**src/shared/vsmp_pkg.sv**
```systemverilog
package vsmp_pkg;
	// start code prefix and the slice value window
	localparam logic [23:0] VSMP_SC_PREFIX = 24'h000001;
	localparam logic [7:0] VSMP_SLICE_MIN = 8'h01;
	localparam logic [7:0] VSMP_SLICE_MAX = 8'hAF;
	localparam logic [7:0] VSMP_PIC_CODE = 8'h00;
	localparam logic [7:0] VSMP_VPOS_MAX = 8'hAF;
	// field lengths in bits, as last count index, except the code limit, which is a length
	localparam logic [3:0] VSMP_QUANT_LAST = 4'h4;
	localparam logic [3:0] VSMP_XBYTE_LAST = 4'h7;
	localparam logic [3:0] VSMP_VLC_MAXLEN = 4'hB;
	// address increment decoder results
	localparam logic [5:0] VSMP_MBA_NONE = 6'h00;
	localparam logic [5:0] VSMP_MBA_ESC = 6'h22;
	localparam logic [5:0] VSMP_MBA_STUFF = 6'h23;
	localparam logic [15:0] VSMP_ESC_STEP = 16'h0021;
	// macroblock geometry handed downstream
	localparam logic [4:0] VSMP_MB_PELS = 5'h10;
	localparam logic [2:0] VSMP_MB_BLOCKS = 3'h6;
	localparam logic [3:0] VSMP_BLK_EDGE = 4'h8;
	// reset values
	localparam logic [4:0] VSMP_QUANT_RST = 5'h01;
	localparam logic [15:0] VSMP_ADDR_RST = 16'hFFFF;

	typedef enum logic [2:0] {HUNT, QUANT, XFLAG, XBYTE, ADDR, STEP, BODY} vsmp_state_t;

	// one macroblock position record
	typedef struct packed {
		logic [15:0] addr;
		logic [7:0] row;
		logic [7:0] col;
		logic [4:0] quant;
		logic first;
	} vsmp_rec_t;
endpackage

```
**src/rtl/vsmp_parser.sv**
```systemverilog
`timescale 1ns/1ps
module vsmp_parser
	import vsmp_pkg::*;
(
	input wire logic clk,
	input wire logic arst_n,
	// serial coded bitstream, one bit per accepted cycle
	input wire logic bitIn,
	input wire logic bitValid,
	output logic bitReady,
	// picture width in macroblocks, from picture size decode
	input wire logic [7:0] mbWidth,
	// downstream finished the macroblock body, next header follows
	input wire logic nextMb,
	// quantizer replacement from a macroblock header
	input wire logic quantLoad,
	input wire logic [4:0] quantValue,
	// macroblock position records through the two-entry buffer
	output logic mbValid,
	input wire logic mbReady,
	output logic [15:0] mbAddr,
	output logic [7:0] mbRow,
	output logic [7:0] mbCol,
	output logic [4:0] mbQuant,
	output logic mbFirst,
	// slice events
	output logic sliceStart,
	output logic [7:0] sliceRow,
	output logic [4:0] curQuant,
	output logic parseError
);

	// whole state of the parser
	typedef struct packed {
		vsmp_state_t st;
		logic [31:0] sh;
		logic [2:0] bitPos;
		logic [3:0] cnt;
		logic [10:0] code;
		logic [15:0] escAcc;
		logic [4:0] quant;
		logic [15:0] prevAddr;
		logic [8:0] prevRow;
		logic [15:0] prevCol;
		logic first;
		logic [1:0] fill;
		vsmp_rec_t [1:0] fifo;
		logic outValid;
		logic readyR;
		logic sliceP;
		logic errP;
		logic [7:0] sRow;
	} vsmp_regs_t;

	vsmp_regs_t s; // registered state
	vsmp_regs_t next_s; // next state
	logic take; // a bit is accepted this cycle
	logic pop; // head record leaves the buffer
	logic scHit; // an aligned start code just completed
	logic [5:0] dec; // increment decoder result this cycle

	// serial decode of the address increment code; table is a
	// closed form per length so no lookup memory is needed
	function automatic logic [5:0] mba_decode(input logic [10:0] c, input logic [3:0] n);
		logic [5:0] r;
		r = VSMP_MBA_NONE;
		case (n)
			4'h1: if (c[0]) r = 6'h01;
			4'h3: if (c[2:0] >= 3'h2) r = 6'(6'h05 - {3'h0, c[2:0]});
			4'h4: if (c[3:0] >= 4'h2 && c[3:0] <= 4'h3) r = 6'(6'h07 - {2'h0, c[3:0]});
			4'h5: if (c[4:0] >= 5'h02 && c[4:0] <= 5'h03) r = 6'(6'h09 - {1'h0, c[4:0]});
			4'h7: if (c[6:0] >= 7'h06 && c[6:0] <= 7'h07) r = 6'(7'h0F - c[6:0]);
			4'h8: if (c[7:0] >= 8'h06 && c[7:0] <= 8'h0B) r = 6'(8'h15 - c[7:0]);
			4'hA: if (c[9:0] >= 10'h012 && c[9:0] <= 10'h017) r = 6'(10'h027 - c[9:0]);
			4'hB:
			begin
				if (c >= 11'h018 && c <= 11'h023)
					r = 6'(11'h039 - c);
				else if (c == 11'h008)
					r = VSMP_MBA_ESC;
				else if (c == 11'h00F)
					r = VSMP_MBA_STUFF;
			end
			default: r = VSMP_MBA_NONE;
		endcase
		return r;
	endfunction

	// all next-state logic
	always_comb
	begin
		logic [7:0] vpos;
		logic [3:0] len;
		logic [15:0] total;
		vsmp_rec_t rec;
		vpos = 8'h00;
		len = 4'h0;
		total = 16'h0000;
		rec = '0;
		next_s = s;
		next_s.sliceP = 1'b0;
		next_s.errP = 1'b0;
		dec = VSMP_MBA_NONE;
		scHit = 1'b0;
		pop = s.outValid && mbReady;
		take = s.readyR && bitValid;
		// drain the head first so a push this cycle sees the freed slot
		if (pop)
		begin
			next_s.fifo[0] = s.fifo[1];
			next_s.fifo[1] = '0;
			next_s.fill = s.fill - 2'h1;
		end
		if (quantLoad)
		begin
			if (quantValue != 5'h00)
				next_s.quant = quantValue;
			else
				next_s.errP = 1'b1; // zero scale is refused, old value kept
		end
		// body bits belong to downstream; resume header parse on its word
		// six 8x8 blocks downstream
		if (s.st == BODY && nextMb)
		begin
			next_s.st = ADDR;
			next_s.cnt = 4'h0;
			next_s.code = 11'h000;
			next_s.escAcc = 16'h0000;
		end
		if (s.st == STEP)
		begin
			if (mbWidth == 8'h00)
			begin
				next_s.errP = 1'b1; // no geometry, give up on this slice
				next_s.st = HUNT;
			end
			else if (s.prevCol >= {8'h00, mbWidth})
			begin
				next_s.prevCol = s.prevCol - {8'h00, mbWidth};
				next_s.prevRow = s.prevRow + 9'h001;
			end
			else if (next_s.fill != 2'h2)
			begin
				// buffer full stalls here, input stays held off
				// raster address recorded
				rec.addr = s.prevAddr;
				rec.row = s.prevRow[7:0];
				rec.col = s.prevCol[7:0];
				rec.quant = next_s.quant;
				rec.first = s.first;
				next_s.fifo[next_s.fill[0]] = rec;
				next_s.fill = next_s.fill + 2'h1;
				next_s.first = 1'b0;
				next_s.st = BODY;
			end
		end
		if (take)
		begin
			next_s.sh = {s.sh[30:0], bitIn};
			next_s.bitPos = s.bitPos + 3'h1;
			vpos = next_s.sh[7:0];
			// aligned 32-bit code; zeros just shift through
			scHit = (next_s.sh[31:8] == VSMP_SC_PREFIX) && (s.bitPos == 3'h7);
			if (scHit)
			begin
				if (vpos >= VSMP_SLICE_MIN && vpos <= VSMP_SLICE_MAX)
				begin
					// row is position minus one; no repeat check
					next_s.sRow = vpos - 8'h01;
					// previous address is end of row above
					next_s.prevAddr = 16'(next_s.sRow * mbWidth) - 16'h0001;
					next_s.prevRow = {1'b0, vpos} - 9'h002;
					next_s.prevCol = {8'h00, mbWidth} - 16'h0001;
					next_s.sliceP = 1'b1;
					next_s.first = 1'b1;
					next_s.cnt = 4'h0;
					next_s.st = QUANT;
				end
				else if (vpos == VSMP_PIC_CODE)
				begin
					// picture start sets address to -1
					next_s.prevAddr = VSMP_ADDR_RST;
					next_s.prevRow = 9'h1FF;
					next_s.prevCol = {8'h00, mbWidth} - 16'h0001;
					next_s.st = HUNT;
				end
				else
				begin
					next_s.errP = 1'b1;
					next_s.st = HUNT;
				end
			end
			else
			begin
				case (s.st)
					// hunting ignores everything but start codes
					HUNT: next_s.st = HUNT;
					QUANT:
					begin
						next_s.quant = {s.quant[3:0], bitIn};
						next_s.cnt = s.cnt + 4'h1;
						if (s.cnt == VSMP_QUANT_LAST)
						begin
							if ({s.quant[3:0], bitIn} == 5'h00)
							begin
								next_s.errP = 1'b1;
								next_s.st = HUNT;
							end
							else
								next_s.st = XFLAG;
						end
					end
					XFLAG:
					begin
						next_s.cnt = 4'h0;
						next_s.code = 11'h000;
						next_s.escAcc = 16'h0000;
						if (bitIn)
							next_s.st = XBYTE;
						else
							next_s.st = ADDR; // straight to macroblocks
					end
					XBYTE:
					begin
						// byte bits are dropped, only counted
						next_s.cnt = s.cnt + 4'h1;
						if (s.cnt == VSMP_XBYTE_LAST)
							next_s.st = XFLAG;
					end
					ADDR:
					begin
						len = s.cnt + 4'h1;
						next_s.code = {s.code[9:0], bitIn};
						next_s.cnt = len;
						dec = mba_decode(next_s.code, len);
						if (dec == VSMP_MBA_ESC)
						begin
							next_s.escAcc = s.escAcc + VSMP_ESC_STEP;
							next_s.cnt = 4'h0;
							next_s.code = 11'h000;
						end
						else if (dec == VSMP_MBA_STUFF)
						begin
							next_s.cnt = 4'h0;
							next_s.code = 11'h000;
						end
						else if (dec != VSMP_MBA_NONE)
						begin
							total = s.escAcc + {10'h000, dec};
							next_s.prevAddr = s.prevAddr + total;
							next_s.prevCol = s.prevCol + total;
							next_s.st = STEP;
						end
						else if (len == VSMP_VLC_MAXLEN)
						begin
							// all zeros is the run-up to the next start code
							next_s.errP = (next_s.code != 11'h000);
							next_s.st = HUNT;
						end
					end
					// body bits are dropped; a nextMb this cycle keeps its ADDR
					default: next_s.st = next_s.st;
				endcase
			end
		end
		// ready is registered, so it looks at the coming state
		next_s.readyR = (next_s.st != STEP);
		next_s.outValid = (next_s.fill != 2'h0);
	end

	// state register
	always_ff @(posedge clk or negedge arst_n)
	begin
		if (!arst_n)
		begin
			s <= '0;
			s.st <= HUNT;
			s.quant <= VSMP_QUANT_RST;
			s.prevAddr <= VSMP_ADDR_RST;
			s.prevRow <= 9'h1FF;
			s.readyR <= 1'b1;
		end
		else
			s <= next_s;
	end

	// outputs straight from state flops
	assign bitReady = s.readyR;
	assign mbValid = s.outValid;
	assign mbAddr = s.fifo[0].addr;
	assign mbRow = s.fifo[0].row;
	assign mbCol = s.fifo[0].col;
	assign mbQuant = s.fifo[0].quant;
	assign mbFirst = s.fifo[0].first;
	assign sliceStart = s.sliceP;
	assign sliceRow = s.sRow;
	assign curQuant = s.quant;
	assign parseError = s.errP;
endmodule

```
**config.mk**
```make
export PLATFORM = sky130hd
export DESIGN_NAME = vsmp_parser
export DESIGN_NICKNAME = d
export VERILOG_FILES = /design/src/shared/vsmp_pkg.sv /design/src/rtl/vsmp_parser.sv
export SDC_FILE = /design/constraint.sdc
export NUM_CORES = 1
export LEC_CHECK = 0
export BUFFER_PORTS_ARGS = -buffer_cell sky130_fd_sc_hd__buf_2
export CAP_MARGIN = 30
export CORE_MARGIN = 4
export CORE_UTILIZATION = 62
export CTS_CLUSTER_DIAMETER = 80
export DETAILED_ROUTE_END_ITERATION = 7
export GPL_ROUTABILITY_DRIVEN = 1
export PLACE_DENSITY = 0.87
export SETUP_SLACK_MARGIN = 0.15
export SYNTH_ARGS = -nofsm -noshare
export SYNTH_HDL_FRONTEND = slang
export SYNTH_SLANG_ARGS = --single-unit
```
**constraint.sdc**
```tcl
create_clock -name clk -period 7.7 [get_ports clk]
set_input_delay 0.385 -clock clk [delete_from_list [all_inputs] [get_ports clk]]
set_output_delay 0.385 -clock clk [all_outputs]
set_load 0.1 [all_outputs]
```
; Word level (Yosys, flattened, before mapping)
; Cells that the tools add are included.
[op_classes]
order_cmp = 18
n_addsub = 21
eq_ne = 27
mux = 86
n_reduce_logical = 25
n_mul = 1
[ops]
columns = cell, n
row1 = $mux W104, 2
row2 = $mux W16, 11
row3 = $mux W79, 2
row4 = $mux W116, 1
row5 = $mux W41, 2
row6 = $mux W78, 1
row7 = $bwmux W76, 1
row8 = $mux W6, 12
row9 = $pmux W27 S2, 1
row10 = $pmux W6 S8, 1
row11 = $mux W3, 13
row12 = $demux W38 S1, 1
row13 = $mux W38, 1
row14 = $add A16 B16 Y16, 2
row15 = $mux W32, 1
row16 = $mux W31, 1
row17 = $mux W15, 2
row18 = $mux W25, 1
row19 = $eq A24 B1 Y1 const B, 1
row20 = $eq A11 B4 Y1 const B, 2
row21 = $eq A4 B3 Y1 const B, 5
row22 = $mux W1, 19
row23 = $add A16 B6 Y16, 1
row24 = $add A16 B6 Y16 const B, 1
row25 = 65 further kinds, 93
[word_totals]
ff_bits = 206

; Longest topological paths before layout
; Gate-level depths: netlist of the first run.
[depth]
depth_word = 18
depth_mapped = 31

; Worst setup path before layout of the first run
; OpenSTA, ideal clock, no wires.
[synth_path]
path_kind = reg2reg
start = reg s[155] (netlist name)
end = reg s[106] (netlist name)
n_path_buf = 2
setup_slack_ns = 1.783
t_required_ns = 7.574
stages_incl_launch_ff = 31
t_arrival_ns = 5.791
path_cell_list = dfrtp_1 > buf_4 > clkbuf_1 > inv_1 > ha_1 > nor2b_1 > a221oi_4 > nor2_2 > a21oi_2 > a31oi_1 > nor3_2 > inv_1 > ha_1 > inv_1 > fa_1 > inv_1 > a21oi_1 > o21bai_1 > a21o_1 > a21oi_1 > nor2_1 > xnor2_1 > ha_1 > and3_1 > a211oi_1 > o21bai_1 > a21o_1 > a31oi_1 > o21ai_0 > xnor2_1 > a221o_1
[synth_lines]
columns = element, line
row1 = "start, declared", vsmp_parser.sv:55  ; vsmp_regs_t s;
row2 = "start signal, assigned", vsmp_parser.sv:284  ; s <= next_s;

; Final worst setup path of the first run
[layout_path]
start = reg s[157] (netlist name)
end = reg s[130] (netlist name)
[layout_via]
elab_chain_cells = 15
[layout_lines]
columns = element, line
row1 = "parallel branches: the longest is 4 deep, another holds $ge A11 B5 Y1", -
row2 = $pmux W6 S8 (*), vsmp_parser.sv:67  ; case (n)
row3 = $mux W6 (*), vsmp_parser.sv:195  ; case (s.st)
row4 = $mux W6 (*), vsmp_parser.sv:164  ; if (scHit)
row5 = $mux W6 (*), vsmp_parser.sv:157  ; if (take)
row6 = $add A16 B6 Y16, vsmp_parser.sv:249  ; total = s.escAcc + {10'h000, dec};
row7 = $add A16 B16 Y16, vsmp_parser.sv:250  ; next_s.prevAddr = s.prevAddr + total;
row8 = $mux W16, vsmp_parser.sv:247  ; else if (dec != VSMP_MBA_NONE)
row9 = $mux W16, vsmp_parser.sv:242  ; else if (dec == VSMP_MBA_STUFF)
row10 = $mux W16, vsmp_parser.sv:236  ; if (dec == VSMP_MBA_ESC)
row11 = $mux W16, vsmp_parser.sv:195
row12 = $mux W16, vsmp_parser.sv:164
; Every way passes the cells marked *. The select of a mux whose other input is x is not followed.
; A chain may end at the register's enable or synchronous reset.

==> results of run 1 <==
routing by layer:
layer  share of wire  GRT usage  vias to the layer above
met4           0.047      0.128                        0
met5               0          0                        -
met2            0.48      0.480                      597
met1            0.40      0.372                     6344
met3           0.071     0.0430                      156
li1                -          -                     6023
tightest hold or removal path, cell delays in order:
cell and delay [ns]:
buf_2 0.10, a22oi_1 0.11, o21ai_1 0.14
cell usage after synthesis, types with 7 or more instances:
master / number / area (um2)
mux2i_1: 43 / 430
a22o_1: 12 / 105
nor3_1: 37 / 185
dfrtp_1: 177 / 4430
nor2b_1: 10 / 62.6
o31ai_1: 11 / 82.6
or2_2: 8 / 50.1
clkbuf_1: 57 / 214
ha_1: 113 / 1410
nand3_1: 68 / 340
mux2_4: 12 / 180
xnor2_1: 66 / 578
o21ai_1: 9 / 45.0
nor2_1: 123 / 462
a22oi_1: 13 / 97.6
nand2b_1: 18 / 113
a21oi_1: 110 / 551
and3_1: 8 / 50.1
or4_1: 7 / 52.6
o211ai_1: 12 / 90.1
a211oi_1: 13 / 97.6
nor4_1: 14 / 87.6
o21ai_0: 66 / 330
nand4_1: 7 / 43.8
o21a_1: 11 / 82.6
nand2_1: 215 / 807
inv_1: 110 / 413
buf_4: 52 / 390
and2_1: 19 / 119
a21o_1: 22 / 165
o22ai_1: 10 / 62.6
fa_1: 45 / 901
buf_1: 9 / 33.8
xor2_1: 34 / 298
or3_1: 11 / 68.8
dfstp_2: 26 / 683
mux2_2: 42 / 473
buf_2: 9 / 45.0
o31a_1: 9 / 78.8
a31oi_1: 12 / 75.1
how the worst max path moves through the flow:
stage               endpoint  slack [ns]  depth (start not counted)
finish                s[130]        0.85                         27
CTS                   s[130]        0.94                         28
global route          s[130]        0.38                         28
floorplan             s[106]        1.78                         30
detailed placement    s[130]        0.96                         28
global placement      s[130]        1.16                         27
layout make-up:
class                      count  area share
sequential                   203       0.306
clock inverter                10     0.00652
clock buffer                  32      0.0389
inverter                     111      0.0249
tap                          330      0.0247
multi-input combinational   1302       0.569
timing repair buffer          89      0.0300
registers in the layout (all words and copies together) (netlist names):
| register | cells |
|---|---|
| s | 148 |
| mbAddr | 16 |
| mbCol | 8 |
| mbRow | 8 |
| sliceRow | 8 |
| curQuant | 5 |
| mbQuant | 5 |
| bitReady | 1 |
| mbFirst | 1 |
| mbValid | 1 |
| parseError | 1 |
| sliceStart | 1 |
metrics by stage:
stage	utilization	setup slack, ns	hold slack (ns)	cell area [um2]
floorplan	-	1.78	0.0894	15800
global placement	0.634	1.16	0.453	15900
finish	0.665	0.846	0.242	16700
global route	0.665	0.376	0.267	16700
CTS	0.665	0.941	0.228	16700
detailed placement	0.635	0.960	0.461	15900
repair_timing:
item                      4_1_cts  5_1_grt
buffers inserted                0        0
hold endpoints to repair        8        0
hold buffers                    1        0
logic make-up after synthesis:
group,after synthesis,share of synthesized area
simple gates,570,0.169
xor+xnor,100,0.0555
buf+inv,244,0.0746
fa+ha+maj,158,0.147
mux,98,0.0694
compound gates,376,0.160
flops,203,0.324
==> results.py, run 1 <==
metrics = {
    "global_routing": {
        "grt_pass1_vias": 13200,
        "antenna_found_initial": 0,
        "grt_pass1_wl_um": 67200,
        "grt-ovfl-total": 0,
        "grt_use_total": 0.287,
        "grt_max_degree": 103,
    },
    "setup_path": {
        "cp-end-kind": "flip-flop",
        "r2r_cells": 27,
        "r2r_start": "s[157]",
        "rr_endpoint": "s[130]",
        "worstPathArrival_ns": 7.31,
        "crit_start": "s[157]",
        "crit_family": "compound AO/OA/AOI/OAI gates",
        "max_stage_delay_ns": 0.69,
        "cp_num_buf_inv": 5,
        "cp_slowest_cell": "a2111oi_0",
        "worstPathMaxFanout": 11,
        "required_ns": 8.16,
        "reg2reg_setup_slack_ns": 0.85,
        "crit_top_cell": "inv_1",
        "crit_type": "reg2reg",
        "startpoint_type": "flip-flop",
    },
    "sta": {
        "rsz0062_at_grt": "no",
        "skew_ns": 0.0147,
        "min_period_ns": 6.85,
        "tns_ns": 0,
        "relSlewSlack": 0.338,
        "setup_violations": 0,
        "hold_violations": 0,
        "max_clock_freq_mhz": 146,
        "slew_viol_final": 0,
        "worstMarginPinSlew_ns": 0.994,
        "finalCritPeriodShare": 0.890,
    },
    "synthesis": {
        "syn_area_um2": 15800,
        "ys_seq_area_frac": 0.324,
        "synth_nets": 1927,
        "synth_seq_cells": 203,
        "synth_cell_types": 94,
        "avgSynthCellArea_um2": 9.02,
        "synth-edff-count": 0,
        "synth_ff_type": "dfrtp_1",
        "yosys_warnings": 0,
        "syn_inst": 1749,
        "async_flop_share": 1.00,
    },
    "clocking": {
        "cts_buffer_depth": 3,
        "cts-resized-gates": 0,
        "htree_levels": 1,
        "cts_root_buffer": "clkbuf_16",
        "clk_latency_ns": 0.53,
        "cts_made_buffers": 23,
        "clk_pin_slew_ns": 0.06,
        "cts_tree": "done",
        "clock_sink_count": 203,
    },
    "detailed_routing": {
        "drt_wl_total_um": 40700,
        "drcViolationCount": 0,
        "dr.pass1.iters": 7,
        "drt-wirelength-per-cell_um": 19.6,
        "dr.first_iter.drc_count": 1273,
        "num_vias": 13100,
        "viasPerCell": 6.32,
        "drtAntennaViolNets": 0,
    },
    "final_layout": {
        "regArea_um2": 5110,
        "layout_commonest_cell": "nand2_1",
        "num_antenna_cells": 0,
        "areaGrowthSynthToFinish_pct": 5.89,
        "multi_input_area_um2": 9500,
        "drive_above_1_share": 0.141,
        "nNetsFinal": 1908,
        "fin_cells": 2077,
        "layout_common_cells": "nand2_1, dfrtp_1, nor2_1",
        "fillCellCount": 1944,
    },
    "min_path": {
        "hp-class": "in2reg",
        "hold_depth": 3,
        "whs_endpoint": "mbQuant[4]",
        "hp-start": "quantValue[4]",
    },
    "placed_design": {
        "port_buffers": 74,
        "dp_hpwl_um": 29900,
        "gp_congestion": 0.942,
        "placedCellCount": 2034,
    },
    "floorplan": {
        "core_um2": 25100,
        "io_pins": 75,
        "die_height_um": 167,
        "initial_core_util": 0.628,
        "rows": 58,
        "dieArea_um2": 28100,
        "die_w_um": 167,
    },
    "run_status": {
        "status": "completed",
    },
    "run": {
        "cap_violations": 0,
    },
}
Power of run 1 is not shown: default switching activity piles up to over one toggle a cycle in this logic, so the estimate is an artifact.
==> run 2: changes to the inputs <==
clock period = 8 ns   (was 7.7 ns; I/O delays follow)
==> run 2 against run 1 <==
Net effect: register-to-register slack gained 0.25 ns; die area did not move; global-route usage is 0.25 points lower; routed wire length decreased by 0.78%; cell count about the same.
==> results.py, run 2 (synthesized netlist as in run 1, its figures left out) <==
metrics = {
    "setup_path": {
        "r2r_start": "s[156]",
        "cp_slowest_cell": "a2111oi_0",
        "rr_endpoint": "s[130]",
        "startpoint_type": "flip-flop",
        "reg2reg_setup_slack_ns": 1.09,
        "cp-end-kind": "flip-flop",
        "worstPathArrival_ns": 7.34,
        "required_ns": 8.44,
        "cp_num_buf_inv": 4,
        "crit_type": "reg2reg",
        "worstPathMaxFanout": 10,
        "r2r_cells": 27,
        "crit_family": "compound AO/OA/AOI/OAI gates",
        "crit_top_cell": "inv_1",
        "max_stage_delay_ns": 0.76,
    },
    "detailed_routing": {
        "drt-wirelength-per-cell_um": 19.4,
        "num_vias": 13000,
        "viasPerCell": 6.27,
        "drtAntennaViolNets": 0,
        "dr.first_iter.drc_count": 1172,
        "dr.pass1.iters": 5,
        "drt_wl_total_um": 40400,
        "drcViolationCount": 0,
    },
    "sta": {
        "slew_viol_final": 0,
        "setup_violations": 0,
        "worstMarginPinSlew_ns": 0.983,
        "min_period_ns": 6.91,
        "rsz0062_at_grt": "no",
        "skew_ns": 0.0124,
        "hold_violations": 0,
        "max_clock_freq_mhz": 145,
        "finalCritPeriodShare": 0.863,
        "tns_ns": 0,
        "relSlewSlack": 0.345,
    },
    "floorplan": {
        "rows": 58,
        "dieArea_um2": 28100,
        "die_w_um": 167,
        "core_um2": 25100,
        "die_height_um": 167,
        "initial_core_util": 0.628,
        "io_pins": 75,
    },
    "min_path": {
        "whs_endpoint": "mbQuant[4]",
        "hp-class": "in2reg",
        "hold_depth": 3,
        "hp-start": "quantValue[4]",
    },
    "final_layout": {
        "num_antenna_cells": 0,
        "largest_register": "s",
        "layout_common_cells": "nand2_1, dfrtp_1, nor2_1",
        "fin_cells": 2078,
        "largest_register_ffs": 148,
        "fillCellCount": 1981,
        "layout_commonest_cell": "nand2_1",
        "drive_above_1_share": 0.140,
        "areaGrowthSynthToFinish_pct": 6.12,
        "nNetsFinal": 1910,
    },
    "clocking": {
        "clk_latency_ns": 0.51,
        "cts_hold_buf": 1,
        "cts_root_buffer": "clkbuf_16",
        "cts-resized-gates": 0,
        "cts_buffer_depth": 3,
        "cts_tree": "done",
        "cts_made_buffers": 23,
        "clk_pin_slew_ns": 0.06,
        "post-cts-setup-buffer-count": 0,
        "clock_sink_count": 203,
        "htree_levels": 1,
    },
    "placed_design": {
        "gp_congestion": 0.978,
        "placedCellCount": 2035,
        "dp_hpwl_um": 29900,
        "port_buffers": 74,
    },
    "global_routing": {
        "grt_pass1_vias": 12900,
        "antenna_found_initial": 0,
        "grt-ovfl-total": 0,
        "grt_use_total": 0.285,
        "grt_pass1_wl_um": 66600,
        "grt_max_degree": 79,
    },
    "run_status": {
        "status": "completed",
    },
    "run": {
        "cap_violations": 0,
    },
}
[run 2: cell types whose count changed in the layout (fill, tap and decap cells not counted), sizes merged]
cell      change
clkinv        -4
clkinvlp      -1
clkbuf        +5
buf           +2
bufinv        -1
[run 2: stage by stage]
step | util | cell area (um2) | setup slack (ns) | hold WS (ns)
after floorplan | - | 15800 | 2.08 | 0.104
after global placement | 0.634 | 15900 | 1.41 | 0.453
after detailed placement | 0.635 | 16000 | 1.31 | 0.397
after CTS | 0.665 | 16700 | 1.28 | 0.260
after global routing | 0.667 | 16700 | 0.670 | 0.303
final | 0.667 | 16700 | 1.09 | 0.279
[run 2: how the worst max path moves through the flow]
stage	start	end	slack (ns)	cells past startpoint
final	s[156]	s[130]	1.09	27
after global routing	s[156]	s[130]	0.67	28
after CTS	s[156]	s[130]	1.28	28
after detailed placement	s[156]	s[130]	1.31	28
after global placement	s[156]	s[130]	1.41	27
after floorplan	s[155]	s[106]	2.08	30
[run 2: area by class of cell]
| cell class | count | area [um2] | area share |
|---|---|---|---|
| clock buffers | 37 | 688 | 0.0411 |
| repair buffers | 91 | 553 | 0.0330 |
| flip-flops and latches | 203 | 5110 | 0.305 |
| inverters | 111 | 417 | 0.0249 |
| well taps | 330 | 413 | 0.0247 |
| clock inverters | 4 | 53.8 | 0.00321 |
| multi-input cells | 1302 | 9500 | 0.568 |
[run 2: metal layers]
metal	track usage	up-vias	wire length, um
li1	-	6017	-
met1	0.377	6379	16400
met2	0.483	529	19600
met3	0.0361	109	2690
met4	0.102	0	1660
met5	0	-	0
[run 2: worst register-to-register path, stage by stage (launching register included)]
cell and delay (ns):
dfrtp_1 0.52, inv_1 0.26, ha_1 0.33, nor2b_1 0.20
a221oi_4 0.32, nor2_2 0.12, a21oi_2 0.22, a31oi_1 0.12
nor3_2 0.48, inv_1 0.10, ha_1 0.21, inv_1 0.07
fa_1 0.20, inv_1 0.05, a21oi_1 0.13, o21bai_1 0.12
a21o_1 0.19, a21oi_1 0.39, xnor2_1 0.28, ha_1 0.33
nor3_1 0.11, a2111oi_0 0.76, nor2_1 0.12, a211o_1 0.32
o21a_1 0.19, xor2_1 0.31, o22ai_1 0.14, mux2_4 0.27
Power of run 2 is left out for the same reason.
